File: config.mk
export PLATFORM = sky130hd
export DESIGN_NAME = apc_ctrl
export DESIGN_NICKNAME = d
export VERILOG_FILES = /design/src/rtl/apc_pkg.sv /design/src/rtl/apc_clk_div.sv /design/src/rtl/apc_ctrl.sv
export SDC_FILE = /design/constraint.sdc
export NUM_CORES = 1
export LEC_CHECK = 0
export BUFFER_PORTS_ARGS = -buffer_cell sky130_fd_sc_hd__buf_2
export CAP_MARGIN = 25
export CORE_AREA = 4 4 86 88
export CTS_BUF_LIST = sky130_fd_sc_hd__clkbuf_16
export DETAILED_ROUTE_END_ITERATION = 16
export DIE_AREA = 0 0 90 92
export MAX_ROUTING_LAYER = met4
export PLACE_DENSITY = 0.77
export SYNTH_ARGS = -nofsm -noshare
export SYNTH_HDL_FRONTEND = slang
export SYNTH_SLANG_ARGS = --single-unit
File: constraint.sdc
create_clock -name i_clk -period 5.45 [get_ports i_clk]
set_input_delay 1.09 -clock i_clk [delete_from_list [all_inputs] [get_ports i_clk]]
set_output_delay 1.09 -clock i_clk [all_outputs]
set_load 0.02 [all_outputs]
File: src/rtl/apc_pkg.sv
// shared register map and field layout for the audio port clock/direction control
package apc_pkg;
    // register offsets
    localparam logic [7:0] APC_ADDR_PIN_DIR   = 8'h08;
    localparam logic [7:0] APC_ADDR_CLK_CFG   = 8'h09;
    localparam logic [7:0] APC_ADDR_DIV_RESET = 8'h0c;
    // pin_direction_ctrl fields
    localparam int APC_PIN_TWO_DIR_BIT   = 5;
    localparam int APC_MUTE_LINK_BIT     = 4;
    localparam int APC_PIN_ZERO_DIR_BIT  = 3;
    // audio_port_clock_cfg fields
    localparam int APC_BCLK_INVERT_BIT   = 5;
    localparam int APC_BCLK_OE_BIT       = 4;
    localparam int APC_FCLK_OE_BIT       = 0;
    localparam logic [7:0] APC_CLK_CFG_MASK = 8'h31;
    // master_divider_reset fields
    localparam int APC_BIT_DIV_RUN_BIT   = 1;
    localparam int APC_FRAME_DIV_RUN_BIT = 0;
    // reset values
    localparam logic [7:0] APC_PIN_DIR_RST   = 8'h00;
    localparam logic [7:0] APC_CLK_CFG_RST   = 8'h00;
    localparam logic [7:0] APC_DIV_RESET_RST = 8'h01;
    // synchroniser lanes: master clock, bit clock, frame clock, data, pin zero, pin two
    localparam int APC_SYNC_N   = 6;
    localparam int APC_S_MCLK   = 0;
    localparam int APC_S_BCLK   = 1;
    localparam int APC_S_FCLK   = 2;
    localparam int APC_S_DATA   = 3;
    localparam int APC_S_PIN0   = 4;
    localparam int APC_S_PIN2   = 5;
endpackage
File: src/rtl/apc_clk_div.sv
// clock divider: toggles its output every half-count input ticks, held low while stopped
`timescale 1ns/1ps
module apc_clk_div #(
    parameter int DIV_W = 8
) (
    // clock and reset
    input  wire logic             i_clk,
    input  wire logic             i_nrst,
    // control
    input  wire logic             i_run,
    input  wire logic             i_tick,
    input  wire logic [DIV_W-1:0] i_half,
    // divided level
    output logic                  o_level
);
    if (DIV_W < 2)
    begin : g_chk
        $error("apc_clk_div: DIV_W must be at least 2");
    end

    typedef struct packed {
        logic [DIV_W-1:0] cnt;
        logic             level;
    } apc_div_state_t;

    apc_div_state_t st_q;
    apc_div_state_t st_d;
    logic [DIV_W-1:0] last;

    // a zero half count is served as one, so the divider never stalls
    assign last = (i_half == '0) ? '0 : i_half - DIV_W'(1);

    // count ticks; the stopped divider restarts from a known phase
    always_comb
    begin
        st_d = st_q;
        if (!i_run)
        begin
            st_d.cnt   = '0;
            st_d.level = 1'b0;
        end
        else if (i_tick)
        begin
            if (st_q.cnt >= last)
            begin
                st_d.cnt   = '0;
                st_d.level = ~st_q.level;
            end
            else
            begin
                st_d.cnt = st_q.cnt + DIV_W'(1);
            end
        end
    end

    always_ff @(posedge i_clk)
    begin
        if (!i_nrst)
            st_q <= '0;
        else
            st_q <= st_d;
    end

    assign o_level = st_q.level;
endmodule

File: src/rtl/apc_ctrl.sv
// audio port clock direction, divider and general pin control
`timescale 1ns/1ps
module apc_ctrl
    import apc_pkg::*;
#(
    parameter int DIV_W = 8
) (
    // clock and reset
    input  wire logic             i_clk,
    input  wire logic             i_nrst,
    // byte register port
    input  wire logic [7:0]       i_reg_addr,
    input  wire logic             i_reg_wr,
    input  wire logic             i_reg_rd,
    input  wire logic [7:0]       i_reg_wdata,
    output logic [7:0]            o_reg_rdata,
    // divider ratios, given as half periods in input ticks
    input  wire logic [DIV_W-1:0] i_bit_half,
    input  wire logic [DIV_W-1:0] i_frame_half,
    // master clock and serial data pins
    input  wire logic             i_master_clock,
    input  wire logic             i_serial_data,
    // bit clock pin
    input  wire logic             i_bit_clock,
    output logic                  o_bit_clock,
    output logic                  o_bit_clock_oe,
    // frame clock pin
    input  wire logic             i_frame_clock,
    output logic                  o_frame_clock,
    output logic                  o_frame_clock_oe,
    // general pin zero
    input  wire logic             i_pin_zero,
    output logic                  o_pin_zero,
    output logic                  o_pin_zero_oe,
    input  wire logic             i_pin_zero_out,
    output logic                  o_pin_zero_in,
    // general pin two
    input  wire logic             i_pin_two,
    output logic                  o_pin_two,
    output logic                  o_pin_two_oe,
    input  wire logic             i_pin_two_out,
    output logic                  o_pin_two_in,
    // mute hand-off
    input  wire logic             i_conv_mute,
    output logic                  o_amp_mute,
    // captured serial stream
    output logic                  o_bit_strobe,
    output logic                  o_sample_data,
    output logic                  o_sample_frame
);
    import apc_pkg::*;

    if (DIV_W < 2)
    begin : g_chk
        $error("apc_ctrl: DIV_W must be at least 2");
    end

    typedef struct packed {
        logic [APC_SYNC_N-1:0] s1;
        logic [APC_SYNC_N-1:0] s2;
        logic [APC_SYNC_N-1:0] s3;
        logic [APC_SYNC_N-1:0] stab;
        logic                  mclk_edge;
        logic [7:0]            pin_dir;
        logic [7:0]            clk_cfg;
        logic [7:0]            div_rst;
        logic [7:0]            rdata;
        logic                  bclk_prev;
        logic                  bit_strobe;
        logic                  sdata;
        logic                  sframe;
        logic                  amp_mute;
    } apc_state_t;

    apc_state_t st_q;
    apc_state_t st_d;

    logic bdiv_level;
    logic fdiv_level;
    logic bclk_eff;
    logic fclk_eff;
    logic bclk_rise;
    logic bclk_fall;
    logic launch_edge;
    logic sample_edge;
    logic master_bclk;
    logic master_fclk;
    logic inv;

    // read mux shared by the register port
    function automatic logic [7:0] apc_read(input logic [7:0] addr, input apc_state_t s);
        case (addr)
            APC_ADDR_PIN_DIR:   apc_read = s.pin_dir;
            APC_ADDR_CLK_CFG:   apc_read = s.clk_cfg & APC_CLK_CFG_MASK;
            APC_ADDR_DIV_RESET: apc_read = s.div_rst;
            default:            apc_read = 8'h00;
        endcase
    endfunction

    ////////////////////////////////////////////////////////////////////////////////
    // clock selection and edge decode

    assign master_bclk = st_q.clk_cfg[APC_BCLK_OE_BIT];
    assign master_fclk = st_q.clk_cfg[APC_FCLK_OE_BIT];
    assign inv         = st_q.clk_cfg[APC_BCLK_INVERT_BIT];
    // master uses its own divided clock, slave the filtered pin
    assign bclk_eff    = master_bclk ? bdiv_level : st_q.stab[APC_S_BCLK];
    assign fclk_eff    = master_fclk ? fdiv_level : st_q.stab[APC_S_FCLK];
    assign bclk_rise   = bclk_eff & ~st_q.bclk_prev;
    assign bclk_fall   = ~bclk_eff & st_q.bclk_prev;
    // edge where frame and data change, and the opposite one where they are taken
    assign launch_edge = inv ? bclk_rise : bclk_fall;
    assign sample_edge = inv ? bclk_fall : bclk_rise;

    ////////////////////////////////////////////////////////////////////////////////
    // master mode dividers

    apc_clk_div #(
        .DIV_W   (DIV_W)
    ) u_bit_div (
        .i_clk   (i_clk),
        .i_nrst  (i_nrst),
        .i_run   (st_q.div_rst[APC_BIT_DIV_RUN_BIT]),
        .i_tick  (st_q.mclk_edge),
        .i_half  (i_bit_half),
        .o_level (bdiv_level)
    );

    // frame divider steps on the launch edge so frame transitions line up with data
    apc_clk_div #(
        .DIV_W   (DIV_W)
    ) u_frame_div (
        .i_clk   (i_clk),
        .i_nrst  (i_nrst),
        .i_run   (st_q.div_rst[APC_FRAME_DIV_RUN_BIT]),
        .i_tick  (launch_edge & master_bclk),
        .i_half  (i_frame_half),
        .o_level (fdiv_level)
    );

    ////////////////////////////////////////////////////////////////////////////////
    // next state

    always_comb
    begin
        st_d = st_q;
        // three-stage synchronisers; a level is accepted once stages two and three agree
        st_d.s1 = {i_pin_two, i_pin_zero, i_serial_data, i_frame_clock, i_bit_clock, i_master_clock};
        st_d.s2 = st_q.s1;
        st_d.s3 = st_q.s2;
        for (int i = 0; i < APC_SYNC_N; i++)
        begin
            if (st_q.s2[i] == st_q.s3[i])
                st_d.stab[i] = st_q.s3[i];
        end
        st_d.mclk_edge = st_d.stab[APC_S_MCLK] & ~st_q.stab[APC_S_MCLK];
        // register writes; unmapped offsets are ignored
        if (i_reg_wr)
        begin
            case (i_reg_addr)
                APC_ADDR_PIN_DIR:   st_d.pin_dir = i_reg_wdata;
                APC_ADDR_CLK_CFG:   st_d.clk_cfg = i_reg_wdata & APC_CLK_CFG_MASK;
                APC_ADDR_DIV_RESET: st_d.div_rst = i_reg_wdata;
                default:            st_d.div_rst = st_q.div_rst;
            endcase
        end
        if (i_reg_rd)
            st_d.rdata = apc_read(i_reg_addr, st_q);
        // serial capture on the edge away from the transitions
        st_d.bclk_prev  = bclk_eff;
        st_d.bit_strobe = sample_edge;
        if (sample_edge)
        begin
            st_d.sdata  = st_q.stab[APC_S_DATA];
            st_d.sframe = fclk_eff;
        end
        st_d.amp_mute = st_q.pin_dir[APC_MUTE_LINK_BIT] & i_conv_mute;
    end

    always_ff @(posedge i_clk)
    begin
        if (!i_nrst)
        begin
            st_q         <= '0;
            st_q.pin_dir <= APC_PIN_DIR_RST;
            st_q.clk_cfg <= APC_CLK_CFG_RST;
            st_q.div_rst <= APC_DIV_RESET_RST;
        end
        else
        begin
            st_q <= st_d;
        end
    end

    ////////////////////////////////////////////////////////////////////////////////
    // pins and outputs

    // enables come straight from the config flops, so an input pin is never driven
    assign o_bit_clock      = master_bclk & bdiv_level;
    assign o_bit_clock_oe   = master_bclk;
    assign o_frame_clock    = master_fclk & fdiv_level;
    assign o_frame_clock_oe = master_fclk;
    assign o_pin_zero       = i_pin_zero_out;
    assign o_pin_zero_oe    = st_q.pin_dir[APC_PIN_ZERO_DIR_BIT];
    assign o_pin_zero_in    = st_q.stab[APC_S_PIN0];
    assign o_pin_two        = i_pin_two_out;
    assign o_pin_two_oe     = st_q.pin_dir[APC_PIN_TWO_DIR_BIT];
    assign o_pin_two_in     = st_q.stab[APC_S_PIN2];
    assign o_amp_mute       = st_q.amp_mute;
    assign o_reg_rdata      = st_q.rdata;
    assign o_bit_strobe     = st_q.bit_strobe;
    assign o_sample_data    = st_q.sdata;
    assign o_sample_frame   = st_q.sframe;
endmodule

======== Word-level counts from Yosys, hierarchy flattened ========
Cells that the tools add are included.
storage, ports and cells
  output and inout bits ................... 22
  bits of input ports ..................... 45
  register bits after elaboration ......... 75
  logic and storage cells ................. 69
cells by class
  add/sub/neg operators ................... 4
  muxes and demuxes ....................... 10
  equal/unequal tests ..................... 9
  $lt $le $gt $ge ......................... 2
  reductions and logical operators ........ 9
  bitwise logic cells ..................... 12
operators by type and width
  operator                                          number
  2-to-1 mux 8 bit                                  4
  == test 8 x 4 -> 1 bit, second input constant     3
  one-hot mux 8 bit (3 select lines)                1
  adder 8 x 1 -> 8 bit, second input constant       2
  greater-or-equal comparator 8 bit                 2
  logical NOT 8 bit                                 2
  subtractor 8 x 1 -> 8 bit, second input constant  2
  AND reduction 2 bit                               7
  AND 1 bit                                         7
  == test 1 bit                                     6
  2-to-1 mux 1 bit                                  5
  NOT 1 bit                                         5

======== Depth between registers and ports, before layout ========
  word-level depth ........................ 6
  mapped depth ............................ 12
  gate-level depth less buffers ........... 12

======== Cells and area by module ========
From an unflattened synthesis, not the netlist that was laid out.
unflattened totals
  cell total of the unflattened synthesis .. 393
  area total of the unflattened synthesis .. 3,722.3 um^2
modules (own cells, without submodules)
  module       cells each  instances  sequential area each (um^2)  area an instance (um^2)
  apc_ctrl     225         1          1,141.1                      2,243.4
  apc_clk_div  84          2          180.2                        739.5

======== Worst setup path after synthesis ========
Ideal clock, no wire load.
  kind .................................... input -> register
  start ................................... input port i_bit_half[0]
  end ..................................... register u_bit_div.st_q[1] (netlist name)
  stages .................................. 12
  data required time ...................... 5,383 ps
  arrival time ............................ 3,456 ps
  path slack .............................. 1,927 ps
  cell sequence ........................... inv_1 -> ha_1 -> nor4b_1 -> nand2b_1 -> or3_1 -> nand2_1 -> ha_1 -> and3_1 -> a221oi_1 -> o22a_1 -> nand3_1 -> nor2_1
on the way
  longest elaborated chain between the ends .. 4
  elaborated cells on any way between the ends .. 5
  those cells by class .................... add/sub: 1; order compare: 1; mux: 2; reduce/logical: 1
RTL lines
  item                                                                   RTL line           text
  start: declaration                                                     apc_ctrl.sv:18     input wire logic [DIV_W-1:0] i_bit_half,
  subtractor 8 x 1 -> 8 bit / logical NOT 8 bit (equally long branches)  apc_clk_div.sv:31  assign last = (i_half == '0) ? '0 : i_half - DIV_W'(1);
  2-to-1 mux 8 bit *                                                     apc_clk_div.sv:31
  greater-or-equal comparator 8 bit *                                    apc_clk_div.sv:44  if (st_q.cnt >= last)
  2-to-1 mux 8 bit *                                                     apc_clk_div.sv:44
  end signal: assignment                                                 apc_clk_div.sv:61  st_q <= st_d;
  end: declaration                                                       apc_clk_div.sv:26  apc_div_state_t st_q;
Every way passes the cells marked *; elsewhere a longest branch is shown, timed or not.
A chain may end at the register's enable or synchronous reset.

======== Worst setup path after layout ========
  start ................................... input port i_bit_half[0]
  end ..................................... register u_bit_div.st_q[4] (netlist name)
Same word-level chain as after synthesis.

==> results by group <==
Clocking
  – Count of H-tree levels built during CTS: 3
  – PostCTS Resize Cnt: 0
  – CTS tree: built
  – Postcts setup bufs: 0
  – Clk root buf: sky130_fd_sc_hd__clkbuf_16
  – Clock Tree Buf Depth: 2
  – Num CTS Buffers: 9
  – Post-CTS Hold Buffers: 0
  – Clk Latency, worst-skew pair: 0.33 ns
  – Count of clock tree sinks: 75
  – Clock-pin slew reported for the worst setup and hold paths after clock tree synthesis: around 0.06 ns

Worst setup path
  – Critical Path Fanout Max: 8
  – Maximum single-stage delay on the critical path: roughly 0.42 ns
  – Slowest cell on the critical path: sky130_fd_sc_hd__nor4b_1
  – CP Data Arrival Time: 3.96 ns
  – Type of the worst setup path: primary input to flip-flop
  – Critical Path Most Common Cell: sky130_fd_sc_hd__ha_1
  – Number of buffers and inverters on the critical path: 2
  – CP Capture Type: flip-flop
  – Cell breakdown of the critical path: buf_2 -> inv_1 -> ha_1 -> nor4b_1 -> nand2b_1 -> or3_1 -> nand2_1 -> ha_1 -> and3_1 -> a221oi_1 -> o22a_1 -> nand3_1 -> nor2_1
  – Startpoint type of the worst setup path: primary input
  – Critical Path RT: between 5 and 6 ns
  – Worst path top cell family by delay: simple AND/OR/NAND/NOR gates

Cells and area
  – Count of placed standard cells in the final layout, fillers left out: 536
  – Layout area overhead: 16.00%
  – Antenna cell count: 0
  – Most frequent cells in the layout: sky130_fd_sc_hd__dfxtp_1 (75), sky130_fd_sc_hd__buf_2 (62), sky130_fd_sc_hd__nand2_1 (47), sky130_fd_sc_hd__nor2_1 (34), sky130_fd_sc_hd__mux2i_1 (24)
  – Final design utilization: 62.00%
  – Most common cell after layout, fill and taps aside: sky130_fd_sc_hd__dfxtp_1
  – Post-route standard cell area excluding fillers: 0.004119 mm2
  – Final #Nets: slightly above 500
  – Share of post-route cells with drive strength above 1: 17.76%
  – Fill cell count: 559

STA
  – Final worst clock skew: roughly 0.0069 ns
  – Final period utilization: just under 70%
  – Final number of setup-violating endpoints: 0
  – Final Hold Vio Count: 0
  – Worst slew slack as a fraction of its limit: 49.62%
  – Slew of the pin with the lowest slew margin: 0.7549 ns
  – Unrepaired setup endpoints after global routing: false
  – Peak clock frequency supported by timing: 0.2699 GHz
  – Max Slew Vio Count: 0
  – Period minus WS final: 3.705 ns
  – Setup Total Neg Slack: 0 ns

Logic synthesis
  – Count of state elements after synthesis: 75
  – Post-Synthesis Net Count: 462
  – Number of cells produced by synthesis: 397
  – Most frequently used flop master after synthesis: sky130_fd_sc_hd__dfxtp_1
  – Share of flip-flops with an asynchronous set or reset after synthesis: 0%
  – Number of flops mapped to enable cells by yosys: 0
  – Avg Synthesized Cell Area: 8.944 um2
  – Total number of yosys warnings: 0
  – Number of library cell types mapped by synthesis: 46
  – Cell area after synthesis: between 0.003 and 0.004 mm2
  – Sequential cell area fraction in the yosys report: 42.28%

Route
  – Routed WL per cell: ~13 um
  – Via total after detailed routing: 2,892
  – Vias per std cell: 5.396
  – Number of violations reported at the end of detailed-routing iteration 0: 133
  – First-pass detailed-route iteration total: 4
  – Wire length reported by the detailed router: 7066 um
  – Number of remaining DRC errors: 0
  – Routed Antenna Nets: 0

Power and ir drop
  – Worst vdd rail ir drop: 0.2643 mV
  – Cell Pwr Density: 291.6 mW/mm2
  – Leakage dissipation: 0.001771 uW

Die
  – Die Area: 0.008280 mm2
  – Floorplan core area: roughly 0.0066 mm2
  – Number of ports placed on the die boundary: 67
  – Die W: 90 um
  – Die H: ~90 um
  – Row count: 30
  – Initial Utilization: 53.45%

Global route
  – Leftover overflow at the end of global routing: 0
  – Vias in the first global route: 2,779
  – Pin count of the biggest net entering global routing: 48
  – Wire length of the first global-routing pass: 12,010 um
  – Initial antenna violation count: 0
  – Global-route usage over all layers: 18.20%

Place
  – Port Buf Inserts: 62
  – Final HPWL DP: between 5000 and 6000 um
  – Weighted congestion reported at the end of routability-driven placement: 0.7830
  – Cell count after placement: 520
  – Total placed instance area: around 0.0038 mm2

Worst hold path
  – Worst min-delay path class: flip-flop to flip-flop

Job
  – Max-capacitance violation count: 0

Outcome
  – Outcome: completed
==> kinds of logic after synthesis <==
group,count (synthesis),share of synthesized area (%)
mux,24,6.765
xor+xnor,16,3.946
simple gates,164,23.33
flops,75,42.28
compound gates,66,11.28
buf+inv,32,5.356
fa+ha+maj,20,7.047
==> final cells by class <==
class	instances	area (um2)	area share (%)
multi-input combinational	290	1859	45.14
sequential	75	1501	36.45
timing repair buffer	63	317.8	7.716
clock buffer	9	225.2	5.468
tap	80	100.1	2.430
clock inverter	7	70.07	1.701
inverter	12	45.04	1.094
==> state kept, by name, summed over array words and instances (netlist names), 8 cells and up <==
register          count
u_bit_div.st_q        8
u_frame_div.st_q      8
st_q                 26
st_d                 12
o_reg_rdata           8
==> worst register-to-register path, stage by stage (launching register included) <==
cell and delay (ns):
sky130_fd_sc_hd__dfxtp_1 0.41, sky130_fd_sc_hd__inv_1 0.09, sky130_fd_sc_hd__ha_1 0.28, sky130_fd_sc_hd__nand2b_1 0.13
sky130_fd_sc_hd__a2111o_1 0.40, sky130_fd_sc_hd__a31oi_1 0.53, sky130_fd_sc_hd__o21bai_1 0.22, sky130_fd_sc_hd__a21oi_1 0.16
==> Yosys cell counts, drive strengths merged (7+ instances only) <==
| cell type | count | area share (%) |
|---|---|---|
| and2 | 21 | 3.7 |
| nand3 | 21 | 3.0 |
| dfxtp | 75 | 42 |
| nor3 | 11 | 2.2 |
| a21oi | 22 | 3.1 |
| inv | 12 | 1.3 |
| xor2 | 11 | 2.7 |
| nand2 | 47 | 5.0 |
| ha | 20 | 7.0 |
| buf | 13 | 2.9 |
| nor2 | 34 | 3.6 |
| a2bb2oi | 7 | 1.7 |
| mux2i | 24 | 6.8 |
| o21ai | 22 | 3.1 |
==> path summary, 6_finish.rpt <==
| check | startpoint | end | slack (ns) | depth (start not counted) |
|---|---|---|---|---|
| max | i_bit_half[0] | u_bit_div.st_q[4]$_SDFFE_PN0P_ | 1.75 | 13 |
| min | st_d[52]$_SDFF_PN0_ | st_d[46]$_SDFF_PN0_ | 0.43 | 1 |
| max reg2reg | u_frame_div.st_q[1]$_SDFFE_PN0P_ | u_frame_div.st_q[8]$_SDFFE_PN0P_ | 3.16 | 7 |
| min reg2reg | st_d[52]$_SDFF_PN0_ | st_d[46]$_SDFF_PN0_ | 0.43 | 1 |
==> routing by layer <==
| layer | GRT usage (%) | share of wire [%] | up-vias |
|---|---|---|---|
| met5 | - | 0 | - |
| met4 | 7.398 | 1.3 | 0 |
| met3 | 4.348 | 4.6 | 8 |
| met2 | 30.18 | 49 | 57 |
| met1 | 21.34 | 45 | 1347 |
| li1 | - | - | 1480 |
==> stage by stage <==
step / setup slack (ns) / power [uW] / hold WS (ns)
3_3_place_gp: 1.576 / 633.0 / 0.4149
6_report: 1.745 / 1201 / 0.4349
3_5_place_dp: 1.439 / 635.7 / 0.4238
5_1_grt: 1.468 / 1247 / 0.4554
2_1_floorplan: 1.927 / 610.8 / 0.4119
4_1_cts: 1.740 / 1214 / 0.4400
==> where the power goes <==
group          internal, uW  leakage [uW]  switching [uW]
logic                  29.7       0.00102            38.3
clock network           352      0.000139             225
registers               554      0.000607            2.00
No activity file was read; power rests on OpenSTA's default activity.
